$ cat config.mk
export PLATFORM = sky130hd
export DESIGN_NAME = prc_row_block
export DESIGN_NICKNAME = d
export VERILOG_FILES = /design/src/hdl/prc_pkg.sv /design/src/hdl/prc_cell.sv /design/src/hdl/prc_row_block.sv
export SDC_FILE = /design/constraint.sdc
export NUM_CORES = 1
export LEC_CHECK = 0
export BUFFER_PORTS_ARGS = -buffer_cell sky130_fd_sc_hd__buf_2
export CAP_MARGIN = 30
export CELL_PAD_IN_SITES_DETAIL_PLACEMENT = 1
export CELL_PAD_IN_SITES_GLOBAL_PLACEMENT = 2
export CORE_MARGIN = 2
export CORE_UTILIZATION = 38
export DETAILED_ROUTE_END_ITERATION = 8
export PLACE_DENSITY = 0.95
export SLEW_MARGIN = 15
export SYNTH_ARGS = -nofsm -noshare
export SYNTH_HDL_FRONTEND = slang
export SYNTH_SLANG_ARGS = --single-unit
export TNS_END_PERCENT = 1
$ cat constraint.sdc
create_clock -name CORE_CLK -period 5.5 [get_ports CORE_CLK]
set_input_delay 1.1 -clock CORE_CLK [delete_from_list [all_inputs] [get_ports CORE_CLK]]
set_output_delay 1.1 -clock CORE_CLK [all_outputs]
set_load 0.01 [all_outputs]
$ cat src/hdl/prc_pkg.sv
// constants and carriers of the row block of pin register cells
package prc_pkg;

  // ************************************************************
  // bus and register map
  // ************************************************************
  localparam int AXI_ADDR_W = 8;
  localparam int AXI_DATA_W = 32;
  localparam logic [7:0] CFG_BASE_OFS = 8'h00;
  localparam logic [7:0] STATUS_OFS = 8'h10;
  localparam logic [7:0] MAP_END_OFS = 8'h14;
  localparam logic [1:0] RESP_OKAY = 2'h0;
  localparam logic [1:0] RESP_SLVERR = 2'h2;

  // ************************************************************
  // cell configuration
  // ************************************************************
  localparam int CFG_W = 20;
  localparam logic [19:0] CFG_RST = 20'h00000;
  localparam int ROW_MAX_CELLS = 4;
  localparam int COL_MAX_CELLS = 6;
  localparam int CTL_LINES = 4;
  localparam int STS_DIN_A_POS = 0;
  localparam int STS_DIN_B_POS = 4;
  localparam int STS_PIN_POS = 8;
  localparam int STS_OE_POS = 12;

  typedef enum logic [1:0]
  {
    PRC_MODE_OFF = 2'h0,
    PRC_MODE_IN = 2'h1,
    PRC_MODE_OUT = 2'h2,
    PRC_MODE_BIDIR = 2'h3
  } prc_mode_t;

  // polarity flips applied at the cell boundary
  typedef struct packed {
    logic clr;
    logic clk;
    logic ce;
    logic oe;
    logic dout_b;
    logic dout_a;
  } prc_inv_t;

  typedef struct packed {
    prc_inv_t inv;
    logic sync_rst;
    logic [1:0] clr_sel;
    logic [1:0] oe_sel;
    logic [1:0] ce_sel;
    logic [1:0] clk_sel;
    logic use_shared;
    logic oe_low;
    logic preset;
    prc_mode_t mode;
  } prc_cfg_t;

  typedef struct packed {
    logic clk;
    logic clr;
    logic ce_in;
    logic ce_out;
    logic oe;
    logic dout_a;
    logic dout_b;
  } prc_ctl_t;

endpackage : prc_pkg

$ cat src/hdl/prc_cell.sv
// one pin register cell: five registers with clear, preset, inversion
`timescale 1ns/1ps
module prc_cell
  import prc_pkg::*;
(
  input wire logic core_clk,
  input wire logic reset_n,
  input prc_cfg_t cfg,
  input prc_ctl_t ctl,
  input wire logic pin_i,
  output logic pin_o,
  output logic pin_oe,
  output logic din_a,
  output logic din_b
);

  // ************************************************************
  // local polarity and io clock edges
  // ************************************************************
  logic clk_lvl;
  logic clr_act;
  logic ce_in;
  logic ce_out;
  logic oe_drive;
  logic dout_a;
  logic dout_b;
  logic prev_clk_ff;
  logic rise;
  logic fall;
  logic out_b_ff;

  assign clk_lvl = ctl.clk ^ cfg.inv.clk;
  assign clr_act = ctl.clr ^ cfg.inv.clr;
  assign ce_in = ctl.ce_in ^ cfg.inv.ce;
  assign ce_out = ctl.ce_out ^ cfg.inv.ce;
  assign dout_a = ctl.dout_a ^ cfg.inv.dout_a;
  assign dout_b = ctl.dout_b ^ cfg.inv.dout_b;
  // driver enable after tristate sense and mode
  assign oe_drive = cfg.mode[1] & (ctl.oe ^ cfg.inv.oe ^ cfg.oe_low);
  assign rise = clk_lvl & ~prev_clk_ff;
  assign fall = ~clk_lvl & prev_clk_ff;

  always_ff @(posedge core_clk)
  begin
    if (!reset_n)
      prev_clk_ff <= 1'b0;
    else
      prev_clk_ff <= clk_lvl;
  end

  // ************************************************************
  // four of the five cell registers; pin_oe follows below
  // ************************************************************
  always_ff @(posedge core_clk)
  begin
    if (!reset_n)
    begin
      din_a <= 1'b0;
      din_b <= 1'b0;
      pin_o <= 1'b0;
      out_b_ff <= 1'b0;
    end
    else if (clr_act)
    begin
      // one clear line, clear or preset per cell
      din_a <= cfg.preset;
      din_b <= cfg.preset;
      pin_o <= cfg.preset;
      out_b_ff <= cfg.preset;
    end
    else if (rise)
    begin
      if (cfg.sync_rst)
      begin
        din_a <= 1'b0;
        din_b <= 1'b0;
        pin_o <= 1'b0;
        out_b_ff <= 1'b0;
      end
      else
      begin
        if (ce_in && cfg.mode[0])
          din_a <= pin_i;
        // mode off or input only launches nothing
        if (ce_out && cfg.mode[1])
        begin
          pin_o <= dout_a;
          out_b_ff <= dout_b;
        end
      end
    end
    else if (fall)
    begin
      if (ce_in && cfg.mode[0])
        din_b <= pin_i;
      if (cfg.mode[1])
        pin_o <= out_b_ff;
    end
  end

  // driver enable; forced off whenever the cell does not drive
  always_ff @(posedge core_clk)
  begin
    if (!reset_n)
      pin_oe <= 1'b0;
    else if (!cfg.mode[1])
      pin_oe <= 1'b0;
    else if (clr_act)
      pin_oe <= cfg.preset;
    else if (rise && cfg.sync_rst)
      pin_oe <= 1'b0;
    else if (rise && ce_out)
      pin_oe <= oe_drive;
  end

  // ************************************************************
  // checks
  // ************************************************************
  clear_level_a: assert property (@(posedge core_clk) disable iff (!reset_n)
    clr_act |=> din_a == $past(cfg.preset) && pin_o == $past(cfg.preset))
    else $error("clear did not load power-up level");
  rise_capture_a: assert property (@(posedge core_clk) disable iff (!reset_n)
    rise && !clr_act && !cfg.sync_rst && ce_in && cfg.mode[0]
    |=> din_a == $past(pin_i))
    else $error("rising capture missed");
  fall_launch_a: assert property (@(posedge core_clk) disable iff (!reset_n)
    fall && !clr_act && cfg.mode[1] |=> pin_o == $past(out_b_ff))
    else $error("second half not driven on low phase");
  sync_reset_a: assert property (@(posedge core_clk) disable iff (!reset_n)
    rise && !clr_act && cfg.sync_rst |=> !din_a && !pin_o && !pin_oe)
    else $error("synchronous reset ignored");
  no_drive_a: assert property (@(posedge core_clk) disable iff (!reset_n)
    !cfg.mode[1] |=> !pin_oe)
    else $error("driver on in input mode");

endmodule : prc_cell

$ cat src/hdl/prc_row_block.sv
// row block of pin register cells with shared controls and axi4-lite slave
//
// Decided for this implementation: the AXI4-Lite register port and the placing of the registers.
`timescale 1ns/1ps
// Notes on behaviour
// - six registers per cell, both clock edges; the cell has five, with a single tristate register
// - ddr input, output or bidirectional per cell
// - one clear source, clear or preset each
// - power-up level picks clear or preset
// - all cell registers share one clear; pin_oe takes it only in the output and bidirectional modes and stays low in the off and input modes
// - synchronous reset on active clock edge
// - every cell input has local inverter; pin_i has none, and ce_in and ce_out share the one ce inverter
// - tristate active high, optionally active low
// - row holds four cells, column six
// - sixteen shared control lines per row
// - twenty-eight per-cell data and control lines
module prc_row_block
  import prc_pkg::*;
#(
  parameter int NUM_CELLS = ROW_MAX_CELLS
)
(
  input wire logic CORE_CLK,
  input wire logic RESET_N,
  input wire logic [AXI_ADDR_W-1:0] S_AXI_AWADDR,
  input wire logic S_AXI_AWVALID,
  output logic S_AXI_AWREADY,
  input wire logic [AXI_DATA_W-1:0] S_AXI_WDATA,
  input wire logic [3:0] S_AXI_WSTRB,
  input wire logic S_AXI_WVALID,
  output logic S_AXI_WREADY,
  output logic [1:0] S_AXI_BRESP,
  output logic S_AXI_BVALID,
  input wire logic S_AXI_BREADY,
  input wire logic [AXI_ADDR_W-1:0] S_AXI_ARADDR,
  input wire logic S_AXI_ARVALID,
  output logic S_AXI_ARREADY,
  output logic [AXI_DATA_W-1:0] S_AXI_RDATA,
  output logic [1:0] S_AXI_RRESP,
  output logic S_AXI_RVALID,
  input wire logic S_AXI_RREADY,
  input wire logic [CTL_LINES-1:0] BLK_OE,
  input wire logic [CTL_LINES-1:0] BLK_CE,
  input wire logic [CTL_LINES-1:0] BLK_CLK,
  input wire logic [CTL_LINES-1:0] BLK_CLR,
  input wire logic [NUM_CELLS-1:0] CELL_DOUT_A,
  input wire logic [NUM_CELLS-1:0] CELL_DOUT_B,
  input wire logic [NUM_CELLS-1:0] CELL_OE,
  input wire logic [NUM_CELLS-1:0] CELL_CE_IN,
  input wire logic [NUM_CELLS-1:0] CELL_CE_OUT,
  input wire logic [NUM_CELLS-1:0] CELL_CLK,
  input wire logic [NUM_CELLS-1:0] CELL_CLR,
  input wire logic [NUM_CELLS-1:0] PIN_I,
  output logic [NUM_CELLS-1:0] PIN_O,
  output logic [NUM_CELLS-1:0] PIN_OE,
  output logic [NUM_CELLS-1:0] CELL_DIN_A,
  output logic [NUM_CELLS-1:0] CELL_DIN_B
);

  // ************************************************************
  // size check of the row
  // ************************************************************
  if (NUM_CELLS < 1 || NUM_CELLS > ROW_MAX_CELLS)
  begin : g_bad_size
    // a row may never hold more than four cells
    $error("a row holds one to four cells");
  end

  // ************************************************************
  // configuration store
  // ************************************************************
  logic [CFG_W-1:0] cfg_ff [NUM_CELLS];
  prc_cfg_t cell_cfg [NUM_CELLS];
  prc_ctl_t cell_ctl [NUM_CELLS];

  // ************************************************************
  // write channel state
  // ************************************************************
  logic aw_got_ff;
  logic w_got_ff;
  logic [AXI_ADDR_W-1:0] waddr_ff;
  logic [AXI_DATA_W-1:0] wdata_ff;
  logic [3:0] wstrb_ff;
  logic aw_take;
  logic w_take;
  logic wr_do;
  logic wr_cfg_hit;
  logic wr_sts_hit;
  logic [1:0] wr_idx;
  logic [AXI_DATA_W-1:0] nxt_word;

  assign aw_take = S_AXI_AWVALID & S_AXI_AWREADY;
  assign w_take = S_AXI_WVALID & S_AXI_WREADY;
  assign wr_do = aw_got_ff & w_got_ff & ~S_AXI_BVALID;
  assign wr_idx = waddr_ff[3:2];
  assign wr_cfg_hit = (waddr_ff[1:0] == 2'h0)
    && (waddr_ff < CFG_BASE_OFS + 8'(4 * NUM_CELLS));
  assign wr_sts_hit = (waddr_ff == STATUS_OFS);

  always_ff @(posedge CORE_CLK)
  begin
    if (!RESET_N)
    begin
      aw_got_ff <= 1'b0;
      waddr_ff <= '0;
      S_AXI_AWREADY <= 1'b1;
    end
    else if (aw_take)
    begin
      aw_got_ff <= 1'b1;
      waddr_ff <= S_AXI_AWADDR;
      S_AXI_AWREADY <= 1'b0;
    end
    else if (wr_do)
      aw_got_ff <= 1'b0;
    else if (S_AXI_BVALID && S_AXI_BREADY)
      S_AXI_AWREADY <= 1'b1;
  end

  always_ff @(posedge CORE_CLK)
  begin
    if (!RESET_N)
    begin
      w_got_ff <= 1'b0;
      wdata_ff <= '0;
      wstrb_ff <= 4'h0;
      S_AXI_WREADY <= 1'b1;
    end
    else if (w_take)
    begin
      w_got_ff <= 1'b1;
      wdata_ff <= S_AXI_WDATA;
      wstrb_ff <= S_AXI_WSTRB;
      S_AXI_WREADY <= 1'b0;
    end
    else if (wr_do)
      w_got_ff <= 1'b0;
    else if (S_AXI_BVALID && S_AXI_BREADY)
      S_AXI_WREADY <= 1'b1;
  end

  // merge byte lanes into the addressed word
  always_comb
  begin
    nxt_word = {{(AXI_DATA_W-CFG_W){1'b0}}, cfg_ff[wr_idx]};
    for (int b = 0; b < 4; b++)
    begin
      if (wstrb_ff[b])
        nxt_word[8*b +: 8] = wdata_ff[8*b +: 8];
    end
  end

  always_ff @(posedge CORE_CLK)
  begin
    if (!RESET_N)
    begin
      for (int i = 0; i < NUM_CELLS; i++)
        cfg_ff[i] <= CFG_RST;
    end
    else if (wr_do && wr_cfg_hit)
      cfg_ff[wr_idx] <= nxt_word[CFG_W-1:0];
  end

  // status is read only; writes to it are accepted and dropped
  always_ff @(posedge CORE_CLK)
  begin
    if (!RESET_N)
    begin
      S_AXI_BVALID <= 1'b0;
      S_AXI_BRESP <= RESP_OKAY;
    end
    else if (wr_do)
    begin
      S_AXI_BVALID <= 1'b1;
      S_AXI_BRESP <= (wr_cfg_hit || wr_sts_hit) ? RESP_OKAY : RESP_SLVERR;
    end
    else if (S_AXI_BREADY)
      S_AXI_BVALID <= 1'b0;
  end

  // ************************************************************
  // read channel
  // ************************************************************
  logic ar_take;
  logic rd_cfg_hit;
  logic [1:0] rd_idx;
  logic [AXI_DATA_W-1:0] status_word;

  assign ar_take = S_AXI_ARVALID & S_AXI_ARREADY;
  assign rd_idx = S_AXI_ARADDR[3:2];
  assign rd_cfg_hit = (S_AXI_ARADDR[1:0] == 2'h0)
    && (S_AXI_ARADDR < CFG_BASE_OFS + 8'(4 * NUM_CELLS));

  always_comb
  begin
    status_word = '0;
    status_word[STS_DIN_A_POS +: NUM_CELLS] = CELL_DIN_A;
    status_word[STS_DIN_B_POS +: NUM_CELLS] = CELL_DIN_B;
    status_word[STS_PIN_POS +: NUM_CELLS] = PIN_O;
    status_word[STS_OE_POS +: NUM_CELLS] = PIN_OE;
  end

  always_ff @(posedge CORE_CLK)
  begin
    if (!RESET_N)
      S_AXI_ARREADY <= 1'b1;
    else if (ar_take)
      S_AXI_ARREADY <= 1'b0;
    else if (S_AXI_RVALID && S_AXI_RREADY)
      S_AXI_ARREADY <= 1'b1;
  end

  always_ff @(posedge CORE_CLK)
  begin
    if (!RESET_N)
    begin
      S_AXI_RVALID <= 1'b0;
      S_AXI_RDATA <= '0;
      S_AXI_RRESP <= RESP_OKAY;
    end
    else if (ar_take)
    begin
      S_AXI_RVALID <= 1'b1;
      if (rd_cfg_hit)
      begin
        S_AXI_RDATA <= {{(AXI_DATA_W-CFG_W){1'b0}}, cfg_ff[rd_idx]};
        S_AXI_RRESP <= RESP_OKAY;
      end
      else if (S_AXI_ARADDR == STATUS_OFS)
      begin
        S_AXI_RDATA <= status_word;
        S_AXI_RRESP <= RESP_OKAY;
      end
      else
      begin
        S_AXI_RDATA <= '0;
        S_AXI_RRESP <= RESP_SLVERR;
      end
    end
    else if (S_AXI_RREADY)
      S_AXI_RVALID <= 1'b0;
  end

  // ************************************************************
  // control selection and cells
  // ************************************************************
  for (genvar i = 0; i < NUM_CELLS; i++)
  begin : g_cell
    assign cell_cfg[i] = prc_cfg_t'(cfg_ff[i]);

    // shared row lines or the cell's own lines
    always_comb
    begin
      cell_ctl[i].dout_a = CELL_DOUT_A[i];
      cell_ctl[i].dout_b = CELL_DOUT_B[i];
      if (cell_cfg[i].use_shared)
      begin
        cell_ctl[i].clk = BLK_CLK[cell_cfg[i].clk_sel];
        cell_ctl[i].clr = BLK_CLR[cell_cfg[i].clr_sel];
        cell_ctl[i].oe = BLK_OE[cell_cfg[i].oe_sel];
        cell_ctl[i].ce_in = BLK_CE[cell_cfg[i].ce_sel];
        cell_ctl[i].ce_out = BLK_CE[cell_cfg[i].ce_sel];
      end
      else
      begin
        cell_ctl[i].clk = CELL_CLK[i];
        cell_ctl[i].clr = CELL_CLR[i];
        cell_ctl[i].oe = CELL_OE[i];
        cell_ctl[i].ce_in = CELL_CE_IN[i];
        cell_ctl[i].ce_out = CELL_CE_OUT[i];
      end
    end

    prc_cell u_cell
    (
      .core_clk(CORE_CLK),
      .reset_n(RESET_N),
      .cfg(cell_cfg[i]),
      .ctl(cell_ctl[i]),
      .pin_i(PIN_I[i]),
      .pin_o(PIN_O[i]),
      .pin_oe(PIN_OE[i]),
      .din_a(CELL_DIN_A[i]),
      .din_b(CELL_DIN_B[i])
    );

    oe_sense_a: assert property (@(posedge CORE_CLK) disable iff (!RESET_N)
      $rose(cell_ctl[i].clk ^ cell_cfg[i].inv.clk)
      && !(cell_ctl[i].clr ^ cell_cfg[i].inv.clr) && !cell_cfg[i].sync_rst
      && (cell_ctl[i].ce_out ^ cell_cfg[i].inv.ce) && cell_cfg[i].mode[1]
      |=> PIN_OE[i] == $past(cell_ctl[i].oe ^ cell_cfg[i].inv.oe
      ^ cell_cfg[i].oe_low))
      else $error("tristate sense wrong");

    shared_clear_a: assert property (@(posedge CORE_CLK)
      disable iff (!RESET_N)
      cell_cfg[i].use_shared
      && (BLK_CLR[cell_cfg[i].clr_sel] ^ cell_cfg[i].inv.clr)
      |=> PIN_O[i] == $past(cell_cfg[i].preset))
      else $error("shared clear did not load level");
    own_clear_a: assert property (@(posedge CORE_CLK)
      disable iff (!RESET_N)
      !cell_cfg[i].use_shared && (CELL_CLR[i] ^ cell_cfg[i].inv.clr)
      |=> CELL_DIN_A[i] == $past(cell_cfg[i].preset))
      else $error("cell clear did not load level");
  end

  // ************************************************************
  // bus checks
  // ************************************************************
  bvalid_hold_a: assert property (@(posedge CORE_CLK) disable iff (!RESET_N)
    S_AXI_BVALID && !S_AXI_BREADY |=> S_AXI_BVALID && $stable(S_AXI_BRESP))
    else $error("write response dropped early");
  rvalid_hold_a: assert property (@(posedge CORE_CLK) disable iff (!RESET_N)
    S_AXI_RVALID && !S_AXI_RREADY |=> S_AXI_RVALID && $stable(S_AXI_RDATA))
    else $error("read data dropped early");
  write_resp_a: assert property (@(posedge CORE_CLK) disable iff (!RESET_N)
    wr_do |=> S_AXI_BVALID)
    else $error("no write response after both halves");
  cfg_store_a: assert property (@(posedge CORE_CLK) disable iff (!RESET_N)
    wr_do && wr_cfg_hit && wstrb_ff == 4'hF
    |=> cfg_ff[$past(wr_idx)] == $past(wdata_ff[CFG_W-1:0]))
    else $error("configuration write lost");
  bad_read_a: assert property (@(posedge CORE_CLK) disable iff (!RESET_N)
    ar_take && S_AXI_ARADDR >= MAP_END_OFS
    |=> S_AXI_RVALID && S_AXI_RRESP == RESP_SLVERR && S_AXI_RDATA == '0)
    else $error("unmapped read not refused");
  read_turn_a: assert property (@(posedge CORE_CLK) disable iff (!RESET_N)
    ar_take |=> !S_AXI_ARREADY [*1] ##0 S_AXI_RVALID)
    else $error("read answer not one cycle after address");

  // ************************************************************
  // handshake and response checks
  // ************************************************************
  aw_hold_a: assert property (@(posedge CORE_CLK) disable iff (!RESET_N)
    aw_got_ff |-> !S_AXI_AWREADY)
    else $error("address taken twice");
  w_hold_a: assert property (@(posedge CORE_CLK) disable iff (!RESET_N)
    w_got_ff |-> !S_AXI_WREADY)
    else $error("data taken twice");
  cfg_resp_a: assert property (@(posedge CORE_CLK) disable iff (!RESET_N)
    wr_do && wr_cfg_hit |=> S_AXI_BRESP == RESP_OKAY)
    else $error("configuration write refused");
  bad_write_a: assert property (@(posedge CORE_CLK) disable iff (!RESET_N)
    wr_do && !wr_cfg_hit && !wr_sts_hit |=> S_AXI_BRESP == RESP_SLVERR)
    else $error("unmapped write not refused");
  read_again_a: assert property (@(posedge CORE_CLK) disable iff (!RESET_N)
    S_AXI_RVALID && S_AXI_RREADY |=> S_AXI_ARREADY)
    else $error("read address not taken again");
  status_read_a: assert property (@(posedge CORE_CLK) disable iff (!RESET_N)
    ar_take && S_AXI_ARADDR == STATUS_OFS
    |=> S_AXI_RDATA == $past(status_word) && S_AXI_RRESP == RESP_OKAY)
    else $error("status read wrong");

endmodule : prc_row_block

==> impl_metrics.ini <==
[run_status]
outcome = completed

[route]
wl_met3_um = 2020
vias = 6877
met2_length_um = 12800
drc_errors = 0
wire_per_inst_um = 21.8
routed_wl_um = 26800
wl_met1_um = 10600
ant_nets = 0
drtIter0Drc = 518
viasPerCell = 5.61
routed.top_layer = met4
drtPass1Iterations = 7

[clocking]
cts_resized = 0
clock-sinks = 164
clk_pin_slew_ns = 0.08
cts_tree = done
cts_root_buf = clkbuf_16
ctsHoldBuffers = 0
htree_levels = 4
clk_latency_ns = 0.45
postCtsSetupBuffers = 0
cts_buffers = 17
clk_path_buf_depth = 2

[logic_synthesis]
yosysUniqueCellTypes = 60
synth_cells = 820
synth_flop_cell = dfxtp_1
ys_async_sr_fraction = 0
netlist_area_um2 = 8440
synth_edf_count = 80
yosysWarningCount = 0
yosys_register_bits = 164
syn_area_per_cell_um2 = 10.3
yosysSeqAreaShare = 0.484

[pwr]
power_density_nw_per_um2 = 304
p_leak_nw = 3.80
peakVddDrop_uv = 171

[floorplanning]
rows = 54
core_area_um2 = 21800
die_x_um = 153
die_area_um2 = 23400
die_h_um = 153
start_util = 0.387
io_pins = 164

[timing]
worst_pin_slew_ns = 0.821
final.min_clock_period_ns = 3.28
max_freq_ghz = 0.305
postLayoutSetupSlackWorst_ns = 2.22
rsz0062_at_grt = no
hold_violations = 0
setup_violations = 0
drv_slew = 0
fin_skew_ns = 0.0128
period_share = 0.596
setup-tns-final_ns = 0
slew_headroom = 0.453

[critical_path]
worst_path_largest_cell_delay_ns = 0.68
cp_data_required_time_ns = 5.65
critPathCaptureType = flip-flop
cp_max_fo = 23
crit_slowest_cell = o21ai_0
cp_num_buf_inv = 1
critPathArrivalTime_ns = 3.43
cp-start-kind = flip-flop
crit_family = simple AND/OR/NAND/NOR gates
worstPathCellList = or4_1 > nor3_1 > o311a_2 > nand2_2 > o21ai_0 > buf_4
crit_type = reg2reg

[cells_and_area]
final_cell_area_um2 = 9820
final_cell_mix = buf_2, nand2_1, nor2_1, dfxtp_1, edfxtp_1
finalNetCount = 1040
drive_above_1_share = 0.241
layout_commonest_cell = buf_2
fillCellCount = 2472
fin_util = 0.450
syn_to_final_growth_pct = 16.4
regArea_um2 = 4080
multi_input_area_um2 = 3930

[global_routing]
grt_pass1_wl_um = 40800
antenna_found_initial = 3
grt_use_total = 0.230
overflow = 0
grt_max_degree = 61
grt_pass1_vias = 7097

[place]
post-place-ws_ns = 1.89
routabilityCongestion = 0.910
hpwl_um = 19800
io_buffers = 136
place_area_um2 = 9200

[min_path]
hold_class = reg2reg

[flow_run]
maxCapViolCount = 0
-- cells in the mapped netlist, types with 18 or more instances --
cell	instances	area (µm²)
nand2_1	128	480
nor2_1	92	345
dfxtp_1	84	1680
edfxtp_1	80	2400
a21oi_1	57	285
mux4_2	33	743
buf_4	30	225
clkbuf_1	25	93.8
and2_1	23	144
o21ai_0	22	110
inv_1	21	78.8
mux2i_1	18	180
xnor2_1	18	158
-- cells by family after synthesis --
| family | synth area share |
|---|---|
| flip-flops | 0.484 |
| buffers and inverters | 0.0564 |
| other | 0.000445 |
| AND/OR/NAND/NOR | 0.177 |
| XOR/XNOR | 0.0372 |
| AO/OA/AOI/OAI | 0.113 |
| multiplexers | 0.126 |
| adder cells (fa/ha/maj) | 0.00593 |
-- worst min-delay path: stages (launching register included) --
cell and delay (ns):
dfxtp_1 0.31, nand2_1 0.05, a21oi_1 0.05
-- stage by stage --
step	power, mW	instances	hold slack [ns]
global placement	1.77	1189	0.442
detailed placement	1.78	1189	0.450
finish	2.98	1226	0.460
CTS	2.99	1221	0.461
floorplan	1.65	833	0.431
global route	3.09	1224	0.482
-- sequential cells by signal (all words and copies together) (netlist names), 3 cells and up --
name                       flops
g_cell.u_cell.din_a            4
g_cell.u_cell.out_b_ff         4
wstrb_ff                       3
g_cell.u_cell.din_b            4
g_cell.u_cell.pin_oe           4
cfg_ff                        80
S_AXI_RDATA                   20
g_cell.u_cell.prev_clk_ff      4
waddr_ff                       8
g_cell.u_cell.pin_o            4
wdata_ff                      20
-- path summary, 6_finish.rpt --
kind	from	end	slack (ns)	cells after the start
setup / recovery	waddr_ff[6]	cfg_ff[2][3]	2.22	6
hold reg to reg	waddr_ff[7]	waddr_ff[7]	0.46	2
hold / removal	waddr_ff[7]	waddr_ff[7]	0.46	2
setup reg to reg	waddr_ff[6]	cfg_ff[2][3]	2.22	6
-- power breakdown --
part	total [mW]	switching, mW	internal, mW
combinational	0.370	0.218	0.152
sequential	1.39	0.0595	1.33
clock	1.22	0.564	0.655
total	2.98	0.842	2.14
-- area by class of cell --
type / count / share of cell area
Inverter: 22 / 0.00841
Tap cell: 280 / 0.0357
Timing Repair Buffer: 146 / 0.0777
Clock inverter: 13 / 0.0126
Clock buffer: 19 / 0.0484
Sequential cell: 164 / 0.416
Multi-Input combinational cell: 578 / 0.400
Antenna cell: 4 / 0.00102
-- per-layer routing --
metal	up-vias	GRT usage
li1	3151	-
met1	3345	0.280
met2	311	0.379
met3	70	0.0536
met4	0	0.127
met5	-	0
Power figures use the tool's default switching activity.
